[config.mk]
export PLATFORM = sky130hd
export DESIGN_NAME = scm_status_monitor
export DESIGN_NICKNAME = d
export VERILOG_FILES = /design/src/common/scm_pkg.sv /design/src/rtl/scm_led_pattern.sv /design/src/rtl/scm_status_monitor.sv
export SDC_FILE = /design/constraint.sdc
export NUM_CORES = 1
export LEC_CHECK = 0
export BUFFER_PORTS_ARGS = -buffer_cell sky130_fd_sc_hd__buf_2
export CAP_MARGIN = 20
export CELL_PAD_IN_SITES_DETAIL_PLACEMENT = 1
export CELL_PAD_IN_SITES_GLOBAL_PLACEMENT = 1
export CORE_MARGIN = 2
export CORE_UTILIZATION = 30
export DETAILED_ROUTE_END_ITERATION = 8
export GPL_TIMING_DRIVEN = 0
export PLACE_DENSITY_LB_ADDON = 0.1
export SYNTH_ARGS = -nofsm -noshare
export SYNTH_HDL_FRONTEND = slang
export SYNTH_HIERARCHICAL = 1
export SYNTH_SLANG_ARGS = --single-unit
[constraint.sdc]
create_clock -name clk_i -period 2.5 [get_ports clk_i]
set_clock_uncertainty 0.05 [all_clocks]
set_input_delay 0.25 -clock clk_i [delete_from_list [all_inputs] [get_ports clk_i]]
set_output_delay 0.25 -clock clk_i [all_outputs]
set_load 0.005 [all_outputs]
[src/common/scm_pkg.sv]
// Purpose: Shared constants and types for the supply channel status monitor.
// Assumes: One 10 MHz clock; all pin inputs synchronous to it.
// Notes:   Each offset, field position, reset value and timing count lives here once.
package scm_pkg;

    // ----------------------------------------------------------------
    // Clock and timing
    // ----------------------------------------------------------------
    localparam int unsigned CLK_PERIOD_NS = 100;
    localparam int unsigned MIN_CYCLE_TIME_US = 100;
    localparam int unsigned MIN_UPDATE_TIME_US = 1000;
    // Least times round up to whole cycles
    localparam int unsigned MIN_CYCLE_CYCLES =
        (MIN_CYCLE_TIME_US * 1000 + CLK_PERIOD_NS - 1) / CLK_PERIOD_NS;
    localparam int unsigned MIN_UPDATE_CYCLES =
        (MIN_UPDATE_TIME_US * 1000 + CLK_PERIOD_NS - 1) / CLK_PERIOD_NS;
    // Indicator timebase tick of one millisecond
    localparam int unsigned LED_TICK_TIME_US = 1000;
    localparam int unsigned LED_TICK_CYCLES = (LED_TICK_TIME_US * 1000) / CLK_PERIOD_NS;
    // Indicator patterns, counted in timebase ticks
    localparam logic [10:0] BLINK_HALF_TICKS = 11'h0c8;
    localparam logic [10:0] FLASH_ON_TICKS = 11'h0c8;
    localparam logic [10:0] FLASH_PERIOD_TICKS = 11'h4b0;

    // ----------------------------------------------------------------
    // Register map and fields
    // ----------------------------------------------------------------
    localparam int unsigned NUM_CH = 4;
    localparam logic [7:0] STATUS_IDX = 8'h00;
    localparam int unsigned SHORT_LSB = 0;
    localparam int unsigned OPEN_LSB = 4;
    localparam logic [7:0] STATUS_RESET = 8'h00;
    localparam logic [7:0] SLOTS_ON_CAN = 8'h01;

    typedef logic [7:0] unsigned_byte_type;

    // Function models presented to the controller
    typedef enum logic [7:0] {
        FM_STANDARD = 8'h00,
        FM_BUS_CTRL = 8'hfe
    } scm_fm_type;

    // Module error indicator states
    typedef enum logic [1:0] {
        ERR_DARK  = 2'b00,
        ERR_STEAD = 2'b01,
        ERR_FLASH = 2'b10
    } scm_err_type;

endpackage

[src/rtl/scm_led_pattern.sv]
// Purpose: Blink and single-flash patterns for the indicators.
// Assumes: tick_i is a one-cycle pulse every millisecond.
// Notes:   Both patterns run freely; users pick them up when needed.
`timescale 1ns/1ps
module scm_led_pattern import scm_pkg::*; (
    input wire logic clk_i,
    input wire logic nrst_i,
    input wire logic tick_i,
    output logic blink_o,
    output logic flash_o
);

    // ----------------------------------------------------------------
    // Pattern counters
    // ----------------------------------------------------------------
    logic [10:0] blink_cnt_r, blink_cnt_nxt;
    logic [10:0] flash_cnt_r, flash_cnt_nxt;
    logic blink_r, blink_nxt;
    logic flash_r, flash_nxt;

    // Next values, advanced only on the millisecond tick
    always_comb begin
        blink_cnt_nxt = blink_cnt_r;
        flash_cnt_nxt = flash_cnt_r;
        blink_nxt = blink_r;
        flash_nxt = flash_r;
        if (tick_i) begin
            if (blink_cnt_r == BLINK_HALF_TICKS - 11'h001) begin
                blink_cnt_nxt = 11'h000;
                blink_nxt = ~blink_r;
            end else begin
                blink_cnt_nxt = blink_cnt_r + 11'h001;
            end
            if (flash_cnt_r == FLASH_PERIOD_TICKS - 11'h001) begin
                flash_cnt_nxt = 11'h000;
            end else begin
                flash_cnt_nxt = flash_cnt_r + 11'h001;
            end
            // One short flash at the start of each period
            flash_nxt = (flash_cnt_nxt < FLASH_ON_TICKS);
        end
    end

    // Registers
    always_ff @(posedge clk_i or negedge nrst_i) begin
        if (!nrst_i) begin
            blink_cnt_r <= 11'h000;
            flash_cnt_r <= 11'h000;
            blink_r <= 1'b0;
            flash_r <= 1'b0;
        end else begin
            blink_cnt_r <= blink_cnt_nxt;
            flash_cnt_r <= flash_cnt_nxt;
            blink_r <= blink_nxt;
            flash_r <= flash_nxt;
        end
    end

    assign blink_o = blink_r;
    assign flash_o = flash_r;

endmodule

[src/rtl/scm_status_monitor.sv]
// Purpose: Status register, indicators and output switching of a four channel
//          potentiometer supply.
// Assumes: Channel conditions arrive as synchronous levels; the controller
//          marks each bus cycle with a one-cycle pulse and reads by index.
// Notes:   Status refresh is paced by the minimum I/O update time.
//
// Functional notes
// - Status bits 0..3 show short circuit on channels 1..4, 1 while shorted.
// - Status bits 4..7 show open line on channels 1..4, 1 while unloaded.
// - Status byte sits at byte position 0 of the controller data object.
// - Bus controller model is default only behind non-configurable controllers.
// - Module takes exactly one digital logical slot on the CAN I/O bus.
// - Error indicator lit steadily on module error or while in reset.
// - Error indicator single-flashes while any channel is overloaded and no module error is present.
// - Channel indicator dark without power or on open line.
// - Overloaded channel has its output switched off and indicator blinking, or dark if its line is also open.
// - Channel indicator steadily lit with load present and normal operation.
// - Status refreshed each cycle only when cycles last 1 ms or longer.
// - Error indicator dark when unpowered or no fault present.
`timescale 1ns/1ps
module scm_status_monitor import scm_pkg::*; #(
    parameter int unsigned P_UPDATE_CYCLES = MIN_UPDATE_CYCLES,
    parameter int unsigned P_TICK_CYCLES = LED_TICK_CYCLES
) (
    input wire logic clk_i,
    input wire logic nrst_i,
    input wire logic [3:0] ch_short_i,
    input wire logic [3:0] ch_open_i,
    input wire logic module_error_i,
    input wire logic fixed_ctrl_i,
    input wire logic cycle_start_i,
    input wire logic rd_stb_i,
    input wire logic [7:0] rd_idx_i,
    output logic rd_ack_o,
    output logic [7:0] rd_data_o,
    output logic [7:0] func_model_o,
    output logic [7:0] can_slots_o,
    output logic cycle_too_fast_o,
    output logic [3:0] ch_out_en_o,
    output logic [3:0] ch_led_o,
    output logic err_led_o
);

    // ----------------------------------------------------------------
    // Helpers
    // ----------------------------------------------------------------
    // Channel indicator decode, shared by every channel
    function automatic logic chan_led(input logic open_l, input logic short_l,
                                      input logic blink_l);
        if (open_l) begin
            chan_led = 1'b0;
        end else if (short_l) begin
            chan_led = blink_l;
        end else begin
            chan_led = 1'b1;
        end
    endfunction

    // ----------------------------------------------------------------
    // Millisecond timebase
    // ----------------------------------------------------------------
    logic [15:0] tick_cnt_r, tick_cnt_nxt;
    logic tick_r, tick_nxt;
    logic blink_w, flash_w;

    // Single divider; both indicator patterns derive from this enable
    always_comb begin
        tick_nxt = 1'b0;
        if (tick_cnt_r == 16'(P_TICK_CYCLES - 1)) begin
            tick_cnt_nxt = 16'h0000;
            tick_nxt = 1'b1;
        end else begin
            tick_cnt_nxt = tick_cnt_r + 16'h0001;
        end
    end

    always_ff @(posedge clk_i or negedge nrst_i) begin
        if (!nrst_i) begin
            tick_cnt_r <= 16'h0000;
            tick_r <= 1'b0;
        end else begin
            tick_cnt_r <= tick_cnt_nxt;
            tick_r <= tick_nxt;
        end
    end

    scm_led_pattern u_pattern (
        .clk_i(clk_i),
        .nrst_i(nrst_i),
        .tick_i(tick_r),
        .blink_o(blink_w),
        .flash_o(flash_w)
    );

    // ----------------------------------------------------------------
    // Bus cycle pacing and status capture
    // ----------------------------------------------------------------
    logic [15:0] since_upd_r, since_upd_nxt;
    logic [15:0] since_cyc_r, since_cyc_nxt;
    logic [7:0] status_r, status_nxt;
    logic too_fast_r, too_fast_nxt;
    logic upd_ok;

    // Refresh only when a full update time has passed; faster cycles
    // see the previous snapshot, which keeps the byte self-consistent
    assign upd_ok = (since_upd_r >= 16'(P_UPDATE_CYCLES - 1));

    always_comb begin
        since_upd_nxt = since_upd_r;
        since_cyc_nxt = since_cyc_r;
        status_nxt = status_r;
        too_fast_nxt = too_fast_r;
        if (since_upd_r != 16'hffff) begin
            since_upd_nxt = since_upd_r + 16'h0001;
        end
        if (since_cyc_r != 16'hffff) begin
            since_cyc_nxt = since_cyc_r + 16'h0001;
        end
        if (cycle_start_i) begin
            since_cyc_nxt = 16'h0000;
            // Shorter cycles than allowed are flagged, not acted upon
            too_fast_nxt = (since_cyc_r < 16'(MIN_CYCLE_CYCLES - 1));
            if (upd_ok) begin
                since_upd_nxt = 16'h0000;
                // Present condition, nothing held from earlier faults
                status_nxt[SHORT_LSB +: NUM_CH] = ch_short_i;
                status_nxt[OPEN_LSB +: NUM_CH] = ch_open_i;
            end
        end
    end

    always_ff @(posedge clk_i or negedge nrst_i) begin
        if (!nrst_i) begin
            since_upd_r <= 16'hffff;
            since_cyc_r <= 16'hffff;
            status_r <= STATUS_RESET;
            too_fast_r <= 1'b0;
        end else begin
            since_upd_r <= since_upd_nxt;
            since_cyc_r <= since_cyc_nxt;
            status_r <= status_nxt;
            too_fast_r <= too_fast_nxt;
        end
    end

    // ----------------------------------------------------------------
    // Controller read port and identity
    // ----------------------------------------------------------------
    logic rd_ack_r, rd_ack_nxt;
    unsigned_byte_type rd_data_r, rd_data_nxt;
    scm_fm_type fm_r, fm_nxt;
    logic [7:0] slots_r;

    // Unmapped indices answer with zero so the controller never stalls
    always_comb begin
        rd_ack_nxt = rd_stb_i;
        rd_data_nxt = 8'h00;
        if (rd_stb_i && rd_idx_i == STATUS_IDX) begin
            rd_data_nxt = status_r;
        end
        fm_nxt = fixed_ctrl_i ? FM_BUS_CTRL : FM_STANDARD;
    end

    always_ff @(posedge clk_i or negedge nrst_i) begin
        if (!nrst_i) begin
            rd_ack_r <= 1'b0;
            rd_data_r <= 8'h00;
            fm_r <= FM_STANDARD;
            slots_r <= 8'h00;
        end else begin
            rd_ack_r <= rd_ack_nxt;
            rd_data_r <= rd_data_nxt;
            fm_r <= fm_nxt;
            slots_r <= SLOTS_ON_CAN;
        end
    end

    // ----------------------------------------------------------------
    // Indicators and output switching
    // ----------------------------------------------------------------
    scm_err_type err_st;
    logic err_led_r, err_led_nxt;
    logic [3:0] ch_led_r, ch_led_nxt;
    logic [3:0] out_en_r, out_en_nxt;

    // Error state: hard error outranks the overload flash
    always_comb begin
        if (module_error_i) begin
            err_st = ERR_STEAD;
        end else if (|ch_short_i) begin
            err_st = ERR_FLASH;
        end else begin
            err_st = ERR_DARK;
        end
        unique case (err_st)
            ERR_STEAD: err_led_nxt = 1'b1;
            ERR_FLASH: err_led_nxt = flash_w;
            ERR_DARK: err_led_nxt = 1'b0;
            default: err_led_nxt = 1'b1;
        endcase
    end

    // Per channel: indicators track live condition, not the snapshot
    for (genvar ch = 0; ch < NUM_CH; ch++) begin : g_ch
        always_comb begin
            ch_led_nxt[ch] = chan_led(ch_open_i[ch], ch_short_i[ch], blink_w);
            out_en_nxt[ch] = ~ch_short_i[ch];
        end
    end

    // Reset lights the error indicator and keeps outputs off
    always_ff @(posedge clk_i or negedge nrst_i) begin
        if (!nrst_i) begin
            err_led_r <= 1'b1;
            ch_led_r <= 4'h0;
            out_en_r <= 4'h0;
        end else begin
            err_led_r <= err_led_nxt;
            ch_led_r <= ch_led_nxt;
            out_en_r <= out_en_nxt;
        end
    end

    assign rd_ack_o = rd_ack_r;
    assign rd_data_o = rd_data_r;
    assign func_model_o = fm_r;
    assign can_slots_o = slots_r;
    assign cycle_too_fast_o = too_fast_r;
    assign ch_out_en_o = out_en_r;
    assign ch_led_o = ch_led_r;
    assign err_led_o = err_led_r;
endmodule

==> results of run 1 <==
[layout by cell type (no fill, tap or decap), types with 14 or more instances in the layout]
cell type  Yosys  routed
nand2_1       21      21
clkbuf_1      12      14
nand4_1       19      19
nand3_1       24      24
a21oi_1       19      19
dfrtp_1       69      69
buf_4         14      17
xnor2_1       14      14
dfstp_2       33      33
xor2_1        17      17
o21ai_0       14      14
nor3_1        20      20
buf_2          7      52
nor2_1        33      33
inv_1         17      17
[state kept, by name, summed over array words and instances, names as in the netlist, 4 cells and up]
| signal | flops |
|---|---|
| u_pattern/blink_cnt_r | 11 |
| u_pattern/flash_cnt_r | 11 |
| tick_cnt_r | 16 |
| ch_out_en_o | 4 |
| since_upd_r | 16 |
| status_r | 8 |
| rd_data_o | 8 |
| ch_led_o | 4 |
| since_cyc_r | 16 |
[worst paths after layout]
check,endpoint,slack (ns),cells after the start
max,status_r[6]$_DFFE_PN0P_,0.18,6
min,ch_led_o[3]$_DFF_PN0_,0.03,2
max reg2reg,status_r[6]$_DFFE_PN0P_,0.18,6
min reg2reg,u_pattern/blink_o$_DFFE_PN0P_,0.41,1
max in group asynchronous,since_upd_r[2]$_DFF_PN1_,1.27,3
min in group asynchronous,ch_out_en_o[1]$_DFF_PN0_,0.39,2
[kinds of logic (layout without fill, tap and decap cells)]
kind of cell,after synthesis,in the layout
and+or+nand+nor,189,189
AOI/OAI and AO/OA,78,78
xor gates and xnor gates,31,31
other,2,9
adders and majority gates,5,5
muxes,12,12
buffers and inverters,52,121
DFF,102,102
[area by class of cell]
| cell class | instances | area (um2) | share of cell area (%) |
|---|---|---|---|
| clock buffer | 11 | 233 | 3.94 |
| tap | 216 | 270 | 4.58 |
| sequential | 102 | 2590 | 43.9 |
| multi-input combinational | 324 | 2120 | 35.9 |
| inverter | 17 | 63.8 | 1.08 |
| buffer | 35 | 204 | 3.46 |
| clock inverter | 5 | 108 | 1.82 |
| timing repair buffer | 53 | 313 | 5.30 |
[report_power, final]
part / internal (mW) / total [mW] / switching (mW)
clock: 0.983 / 1.61 / 0.625
sequential: 1.84 / 1.95 / 0.108
combinational: 0.182 / 0.374 / 0.191
[per-layer routing]
layer / part of all wire [%] / up-vias
li1: - / 1823
met1: 46 / 1896
met2: 49 / 49
met3: 3.4 / 12
met4: 1.5 / 2
met5: 0.11 / -
[worst max-delay path: stages, from the launching register on]
cell and delay [ns]:
dfstp_2 0.57, ha_1 0.19, nand3_1 0.15, a211o_1 0.33, a31oi_4 0.29, buf_4 0.27, mux2_2 0.35
[timing repair]
| action | in CTS | in global routing |
|---|---|---|
| hold buffers | 4 | 0 |
| endpoints found under the setup margin | 15 | 12 |
| gates resized for setup | 2 | 0 |
| pin swaps | 0 | 1 |
| endpoints found under the hold margin | 34 | 0 |
[metrics by stage]
step	util [%]	std cells	setup slack [ns]	power, mW
floorplan	-	478	0.335	2.20
global placement	34.2	741	-0.183	2.33
detailed placement	34.4	743	-0.220	2.36
finish	36.9	763	0.183	3.94
global route	36.9	763	0.00555	4.16
CTS	36.9	763	0.0439	4.02
==> flow_metrics.py, run 1 <==
metrics = {
    "timing": {
        "whs_ns": 0.0262,
        "finalSetupTns_ns": 0,
        "fin_crit_sh_pct": 92.7,
        "fin_crit_ns": 2.32,
        "setup_viol": 0,
        "slew_headroom_pct": 46.6,
        "rsz0062_at_grt": "false",
        "worst_pin_slew_ns": 0.795,
        "max_freq_mhz": 432,
        "drv_slew": 0,
        "final_hold_viol_count": 0,
    },
    "die": {
        "io_pins": 57,
        "die_w_um": 132,
        "coreArea_um2": 16000,
        "die-area_um2": 17500,
        "chipHeight_um": 132,
        "rows": 46,
        "start_util_pct": 30.8,
    },
    "critical_path": {
        "endpoint_kind": "flip-flop",
        "reg2reg_from": "since_upd_r[0]$_DFF_PN1_",
        "critPathKind": "reg2reg",
        "crit_start": "since_upd_r[0]$_DFF_PN1_",
        "worstPathArrival_ns": 2.50,
        "required_ns": 2.69,
        "path_max_fanout": 10,
        "worst_setup_path_start_kind": "flip-flop",
    },
    "layout": {
        "finish.net_count": 569,
        "design_area_um2": 5900,
        "syn_to_final_growth_pct": 19.6,
        "drive_above_1_share_pct": 26.0,
        "fill_cells": 1857,
        "diodes": 0,
    },
    "drt": {
        "num_vias": 3782,
        "firstDrtPassIters": 4,
        "via_per_inst": 4.96,
        "first_iter_violations": 119,
        "drc": 0,
        "wire_per_inst_um": 15.4,
        "ant_nets": 0,
        "wirelength_mm": 11.8,
    },
    "global_routing": {
        "met2_usage_pct": 24.2,
        "groute.layer.met1.usage_pct": 17.9,
        "grt_start_max_net_pins": 64,
        "grtUsageTotal_pct": 14.3,
        "busiest_layer": "met2",
        "met3_usage_pct": 4.46,
        "grt_antenna_before_repair": 1,
        "grt_overflow": 0,
        "grt_pass1_wl_mm": 20.2,
        "grt_pass1_vias": 4017,
    },
    "placement": {
        "hpwl_mm": 8.32,
        "port-buffer-count": 47,
        "routabilityCongestion": 0.760,
        "place_area_um2": 5510,
    },
    "yosys": {
        "synthSimpleGateAreaFrac_pct": 21.9,
        "seq_area_frac_synth_pct": 52.6,
        "synthCells": 471,
        "ys_ff_latch": 102,
        "yosysTopAreaCellShare_pct": 35.0,
        "synth_compound_area_share_pct": 10.6,
        "synthMuxAreaShare_pct": 2.69,
        "synth-edff-count": 0,
        "syn_avg_cell_area_um2": 10.5,
        "yosysWarnings": 6,
        "synth.distinct_cells": 62,
        "synthTopCellsByArea": "dfrtp_1 (35%), dfstp_2 (18%), xor2_1 (3.0%)",
        "ys.flop_type": "dfrtp_1",
        "ys_top_cells_by_count": "dfrtp_1 (69), dfstp_2 (33), nor2_1 (33)",
        "synth_area_um2": 4930,
        "synth_xor_area_share_pct": 5.50,
        "synth_fa_ha_area_share_pct": 1.27,
        "synth_top_family_by_area": "simple AND/OR/NAND/NOR gates",
        "post-synth-top-area-cell": "dfrtp_1",
        "ys_async_sr_fraction_pct": 100,
        "yosysMostFrequentCell": "dfrtp_1",
    },
    "clock_network": {
        "cts_tree": "yes",
        "cts_buffer_depth": 2,
        "postCtsSetupRepairBufs": 0,
        "clkTransAtPathRegs_ns": 0.07,
        "clockRootBuffer": "clkbuf_16",
        "clock_latency_ns": 0.35,
        "cts_inserted_buffers": 9,
        "clock-sinks": 102,
        "cts_max_level": 3,
    },
    "worst_hold_path": {
        "worstHoldStart": "ch_open_i[3]",
        "min_path_type": "in2reg",
    },
    "outcome": {
        "status": "finished, final reports clean",
    },
    "power_and_ir_drop": {
        "peakVddDrop_v": 0.000303,
        "power_density_nw_per_um2": 667,
        "leakagePower_nw": 2.48,
    },
    "job": {
        "maxCapViolCount": 0,
    },
}
Power figures use the tool's default switching activity.
==> run 2: changes to the inputs <==
--- a/config.mk
+++ b/config.mk
@@ -7,7 +7,7 @@
 export LEC_CHECK = 0
 export BUFFER_PORTS_ARGS = -buffer_cell sky130_fd_sc_hd__buf_2
 export CAP_MARGIN = 20
-export CELL_PAD_IN_SITES_DETAIL_PLACEMENT = 1
+export CELL_PAD_IN_SITES_DETAIL_PLACEMENT = 0
 export CELL_PAD_IN_SITES_GLOBAL_PLACEMENT = 1
 export CORE_MARGIN = 2
 export CORE_UTILIZATION = 30
==> flow_metrics.py, run 2 (synthesis results as in run 1) <==
metrics = {
    "clock_network": {
        "cts_inserted_buffers": 9,
        "clockRootBuffer": "clkbuf_16",
        "clock-sinks": 102,
        "clkTransAtPathRegs_ns": 0.06,
        "cts_buffer_depth": 2,
        "cts_tree": "yes",
        "cts_max_level": 3,
        "clock_latency_ns": 0.35,
    },
    "power_and_ir_drop": {
        "p_seq_share_pct": 50.6,
        "peakVddDrop_v": 0.000300,
        "leakagePower_nw": 2.50,
        "p_clk_share_pct": 39.4,
        "netSwitchingPower_uw": 911,
        "comb_power_share_pct": 9.9,
        "power_density_nw_per_um2": 649,
        "power.internal_mw": 2.94,
        "swShare_pct": 23.7,
    },
    "critical_path": {
        "path_cells": "ha_1, nand3_1, clkbuf_1, nor2_1, or4b_2, a21oi_1",
        "worst_setup_path_start_kind": "flip-flop",
        "max_stage_delay_ns": 0.60,
        "endpoint_kind": "flip-flop",
        "required_ns": 2.73,
        "path_max_fanout": 10,
        "critical-path-top-delay-family": "simple AND/OR/NAND/NOR gates",
        "worstPathArrival_ns": 2.47,
        "cp_num_buf_inv": 1,
        "critPathSlowestCell": "or4b_2",
        "critPathKind": "reg2reg",
    },
    "layout": {
        "multi_input_area_um2": 2130,
        "diodes": 0,
        "drive_above_1_share_pct": 26.7,
        "final_common_cell": "dfrtp_1",
        "finish.net_count": 573,
        "fill_cells": 1642,
        "seq_area_um2": 2590,
        "reg.largest.list": "since_cyc_r x16, since_upd_r x16, tick_cnt_r x16",
        "layout_common_cells": "dfrtp_1 (69), buf_2 (52), nor2_1 (33), dfstp_2 (33), nand3_1 (24)",
        "final_core_util_pct": 37.0,
        "syn_to_final_growth_pct": 20.0,
        "fin_cells": 767,
    },
    "timing": {
        "slew_headroom_pct": 57.3,
        "final_hold_viol_count": 0,
        "fin_crit_sh_pct": 89.6,
        "rsz0062_at_grt": "false",
        "max_freq_mhz": 447,
        "finalSetupTns_ns": 0,
        "worst_pin_slew_ns": 0.635,
        "drv_slew": 0,
        "setup_viol": 0,
        "fin_crit_ns": 2.24,
        "whs_ns": 0.0183,
    },
    "die": {
        "die-area_um2": 17500,
        "rows": 46,
        "io_pins": 57,
        "die_w_um": 132,
        "coreArea_um2": 16000,
        "chipHeight_um": 132,
        "start_util_pct": 30.8,
    },
    "global_routing": {
        "grt_start_max_net_pins": 64,
        "grt_antenna_before_repair": 1,
        "grt_pass1_wl_mm": 19.1,
        "grt_overflow": 0,
        "grtUsageTotal_pct": 13.7,
        "grt_pass1_vias": 3703,
    },
    "job": {
        "maxCapViolCount": 0,
    },
    "drt": {
        "first_iter_violations": 189,
        "firstDrtPassIters": 4,
        "ant_nets": 0,
        "drc": 0,
        "via_per_inst": 4.88,
        "wirelength_mm": 11.2,
        "num_vias": 3746,
        "wire_per_inst_um": 14.6,
    },
    "placement": {
        "routabilityCongestion": 0.760,
        "port-buffer-count": 47,
        "placedCellCount": 743,
        "hpwl_mm": 7.74,
    },
    "outcome": {
        "status": "finished, final reports clean",
    },
    "worst_hold_path": {
        "min_path_type": "in2reg",
    },
}
-- run 2: cell type report --
type                            instances  area share, %
Clock inverter                          4           1.18
Inverter                               17           1.08
Multi-Input combinational cell        324           36.0
Tap cell                              216           4.56
Timing Repair Buffer                   57           5.79
Sequential cell                       102           43.8
Clock buffer                           12           4.16
Buffer                                 35           3.44
-- run 2: timing repair --
item / in CTS / in global routing
pin swaps: 0 / 1
setup endpoints to repair: 15 / 16
hold endpoints to repair: 34 / 0
hold buffers: 4 / 0
resized for setup: 2 / 2
buffers inserted: 0 / 4
-- run 2: path summary, 6_finish.rpt --
check,depth (start not counted),to,slack [ns],from
setup / recovery,6,since_upd_r[10]$_DFF_PN1_,0.26,since_upd_r[0]$_DFF_PN1_
hold / removal,2,ch_led_o[3]$_DFF_PN0_,0.02,ch_open_i[3]
setup reg to reg,6,since_upd_r[10]$_DFF_PN1_,0.26,since_upd_r[0]$_DFF_PN1_
hold reg to reg,1,tick_cnt_r[15]$_DFF_PN0_,0.42,tick_cnt_r[15]$_DFF_PN0_
max in group asynchronous,3,since_upd_r[1]$_DFF_PN1_,1.26,nrst_i
min in group asynchronous,2,ch_out_en_o[1]$_DFF_PN0_,0.39,nrst_i
-- run 2: per-stage QoR --
stage          area [um2]  setup WS (ns)  total power, mW
3_5_place_dp         5510         -0.192             2.35
4_1_cts              5880         0.0684             3.91
3_3_place_gp         5470         -0.183             2.33
2_1_floorplan        4960          0.335             2.20
5_1_grt              5920         0.0758             4.05
6_report             5920          0.261             3.85
-- run 2: power groups by stage --
stage                     clock [mW]  combinational [mW]  sequential, mW
after floorplan                    0               0.245            1.96
after global placement             0               0.357            1.98
after detailed placement           0               0.373            1.98
after CTS                       1.58               0.381            1.95
after global routing            1.64               0.437            1.98
final                           1.52               0.382            1.95
-- run 2: worst reg2reg max path: cells and delay by family (launching register included) --
kind / cells / cell delay (ns)
and+or+nand+nor: 3 / 0.94
DFF: 1 / 0.57
adders and majority gates: 1 / 0.19
buffers and inverters: 1 / 0.27
AOI/OAI and AO/OA: 1 / 0.16
-- run 2: routing by layer --
| metal | GRT usage (%) | vias up | part of all wire, % |
|---|---|---|---|
| li1 | - | 1843 | - |
| met1 | 18.2 | 1830 | 49 |
| met2 | 21.6 | 57 | 46 |
| met3 | 3.54 | 14 | 3.3 |
| met4 | 4.96 | 2 | 2.1 |
| met5 | 0 | - | 0.062 |
==> run 3: changes to the inputs <==
--- a/config.mk
+++ b/config.mk
@@ -10,9 +10,10 @@
 export CELL_PAD_IN_SITES_DETAIL_PLACEMENT = 0
 export CELL_PAD_IN_SITES_GLOBAL_PLACEMENT = 1
 export CORE_MARGIN = 2
-export CORE_UTILIZATION = 30
+export CORE_UTILIZATION = 40
 export DETAILED_ROUTE_END_ITERATION = 8
 export GPL_TIMING_DRIVEN = 0
+export HOLD_SLACK_MARGIN = 0.03
 export PLACE_DENSITY_LB_ADDON = 0.1
 export SYNTH_ARGS = -nofsm -noshare
 export SYNTH_HDL_FRONTEND = slang
==> flow_metrics.py, run 3 (synthesis results as in run 1) <==
metrics = {
    "clock_network": {
        "cts_buffer_depth": 2,
        "clockRootBuffer": "clkbuf_16",
        "cts_tree": "yes",
        "clock-sinks": 102,
        "clock_latency_ns": 0.35,
        "clkTransAtPathRegs_ns": 0.07,
        "postCtsSetupRepairBufs": 0,
        "cts_inserted_buffers": 9,
        "cts_max_level": 3,
    },
    "layout": {
        "layout_common_cells": "dfrtp_1 (69), buf_2 (52), nor2_1 (33), dfstp_2 (33), nand3_1 (24)",
        "finish.net_count": 572,
        "syn_to_final_growth_pct": 18.4,
        "final_core_util_pct": 48.7,
        "drive_above_1_share_pct": 26.2,
        "final_common_cell": "dfrtp_1",
        "design_area_um2": 5840,
        "diodes": 0,
        "reg.largest.list": "since_cyc_r x16, since_upd_r x16, tick_cnt_r x16",
    },
    "die": {
        "coreArea_um2": 12000,
        "die_w_um": 115,
        "chipHeight_um": 115,
        "rows": 40,
        "die-area_um2": 13200,
        "start_util_pct": 41.1,
        "io_pins": 57,
    },
    "critical_path": {
        "r2r_cells": 6,
        "worst_setup_path_start_kind": "flip-flop",
        "required_ns": 2.69,
        "reg2reg_from": "since_upd_r[0]$_DFF_PN1_",
        "reg2reg_to": "status_r[4]$_DFFE_PN0P_",
        "r2r_slack_ns": 0.11,
        "critPathKind": "reg2reg",
        "worstPathArrival_ns": 2.58,
        "endpoint_kind": "flip-flop",
        "path_max_fanout": 10,
    },
    "global_routing": {
        "grt_start_max_net_pins": 67,
        "grt_pass1_wl_mm": 17.6,
        "grt_antenna_before_repair": 0,
        "grtUsageTotal_pct": 17.0,
        "grt_overflow": 0,
        "grt_pass1_vias": 3597,
    },
    "timing": {
        "worst_pin_slew_ns": 0.721,
        "setup_ws_ns": 0.110,
        "drv_slew": 0,
        "setup_viol": 0,
        "max_freq_mhz": 418,
        "fin_crit_ns": 2.39,
        "whs_ns": 0.0644,
        "slew_headroom_pct": 51.5,
        "final_hold_viol_count": 0,
        "fin_crit_sh_pct": 95.6,
        "finalSetupTns_ns": 0,
        "rsz0062_at_grt": "false",
    },
    "power_and_ir_drop": {
        "power_density_nw_per_um2": 662,
        "swShare_pct": 24.5,
        "peakVddDrop_v": 0.000339,
        "p_clk_share_pct": 39.8,
        "netSwitchingPower_uw": 948,
        "comb_power_share_pct": 9.7,
        "power.internal_mw": 2.92,
        "leakagePower_nw": 2.49,
        "p_seq_share_pct": 50.4,
    },
    "drt": {
        "num_vias": 3760,
        "first_iter_violations": 206,
        "via_per_inst": 5.39,
        "firstDrtPassIters": 4,
        "ant_nets": 0,
        "drc": 0,
        "wirelength_mm": 10.5,
        "wire_per_inst_um": 15.0,
    },
    "worst_hold_path": {
        "min_path_type": "in2reg",
        "whs_path_depth": 2,
        "min_to": "ch_out_en_o[3]$_DFF_PN0_",
        "worstHoldStart": "ch_short_i[3]",
    },
    "placement": {
        "place_ws_ns": -0.0815,
        "port-buffer-count": 47,
        "hpwl_mm": 7.17,
        "place_area_um2": 5420,
        "routabilityCongestion": 0.784,
    },
    "outcome": {
        "status": "finished, final reports clean",
    },
    "job": {
        "maxCapViolCount": 0,
    },
}
## run 3: worst max-delay path by stage
stage,from,end,slack [ns],cells after the start
finish,since_upd_r[0]$_DFF_PN1_,status_r[4]$_DFFE_PN0P_,0.11,6
global route,since_upd_r[0]$_DFF_PN1_,status_r[4]$_DFFE_PN0P_,0.008,6
detailed placement,since_upd_r[0]$_DFF_PN1_,status_r[5]$_DFFE_PN0P_,-0.08,6
global placement,since_upd_r[0]$_DFF_PN1_,status_r[4]$_DFFE_PN0P_,-0.07,6
floorplan,since_upd_r[0]$_DFF_PN1_,status_r[3]$_DFFE_PN0P_,0.34,6
CTS,since_upd_r[0]$_DFF_PN1_,status_r[5]$_DFFE_PN0P_,0.04,6
## run 3: routing by layer
layer	routed length, um	up-vias	share of wire, %	GRT usage (%)
li1	-	1837	-	-
met1	4710	1839	45	21.8
met2	5120	71	49	28.0
met3	480	13	4.6	4.85
met4	167	0	1.6	5.30
met5	0	-	0	0
## run 3: power by group through the flow
stage	Sequential (mW)	Combinational [mW]	Clock, mW
global route	1.97	0.429	1.66
floorplan	1.96	0.245	0
CTS	1.95	0.383	1.60
finish	1.95	0.377	1.54
detailed placement	1.98	0.373	0
global placement	1.98	0.353	0
## run 3: final cells by class
cell class,instances,area [um2]
Multi-Input combinational cell,324,2130
Timing Repair Buffer,56,343
Fill cell,1137,6170
Clock inverter,7,105
Clock buffer,9,225
Tap cell,147,184
Buffer,35,204
Sequential cell,102,2590
Inverter,17,63.8
## run 3: critical path: stages (launching register included)
cell,delay [ns]
dfstp_2,0.57
ha_1,0.19
nand3_1,0.14
a211o_1,0.32
a31oi_4,0.32
clkbuf_4,0.31
mux2_2,0.35
## run 3: timing repair
action | 4_1_cts | 5_1_grt
resized for setup | 1 | 2
hold buffers | 7 | 0
endpoints found under the setup margin | 4 | 5
hold endpoints to repair | 21 | 0
## run 3: per-stage QoR
stage | power [mW] | cells
finish | 3.87 | 697
global route | 4.06 | 697
CTS | 3.94 | 697
detailed placement | 2.35 | 674
global placement | 2.33 | 672
floorplan | 2.20 | 478
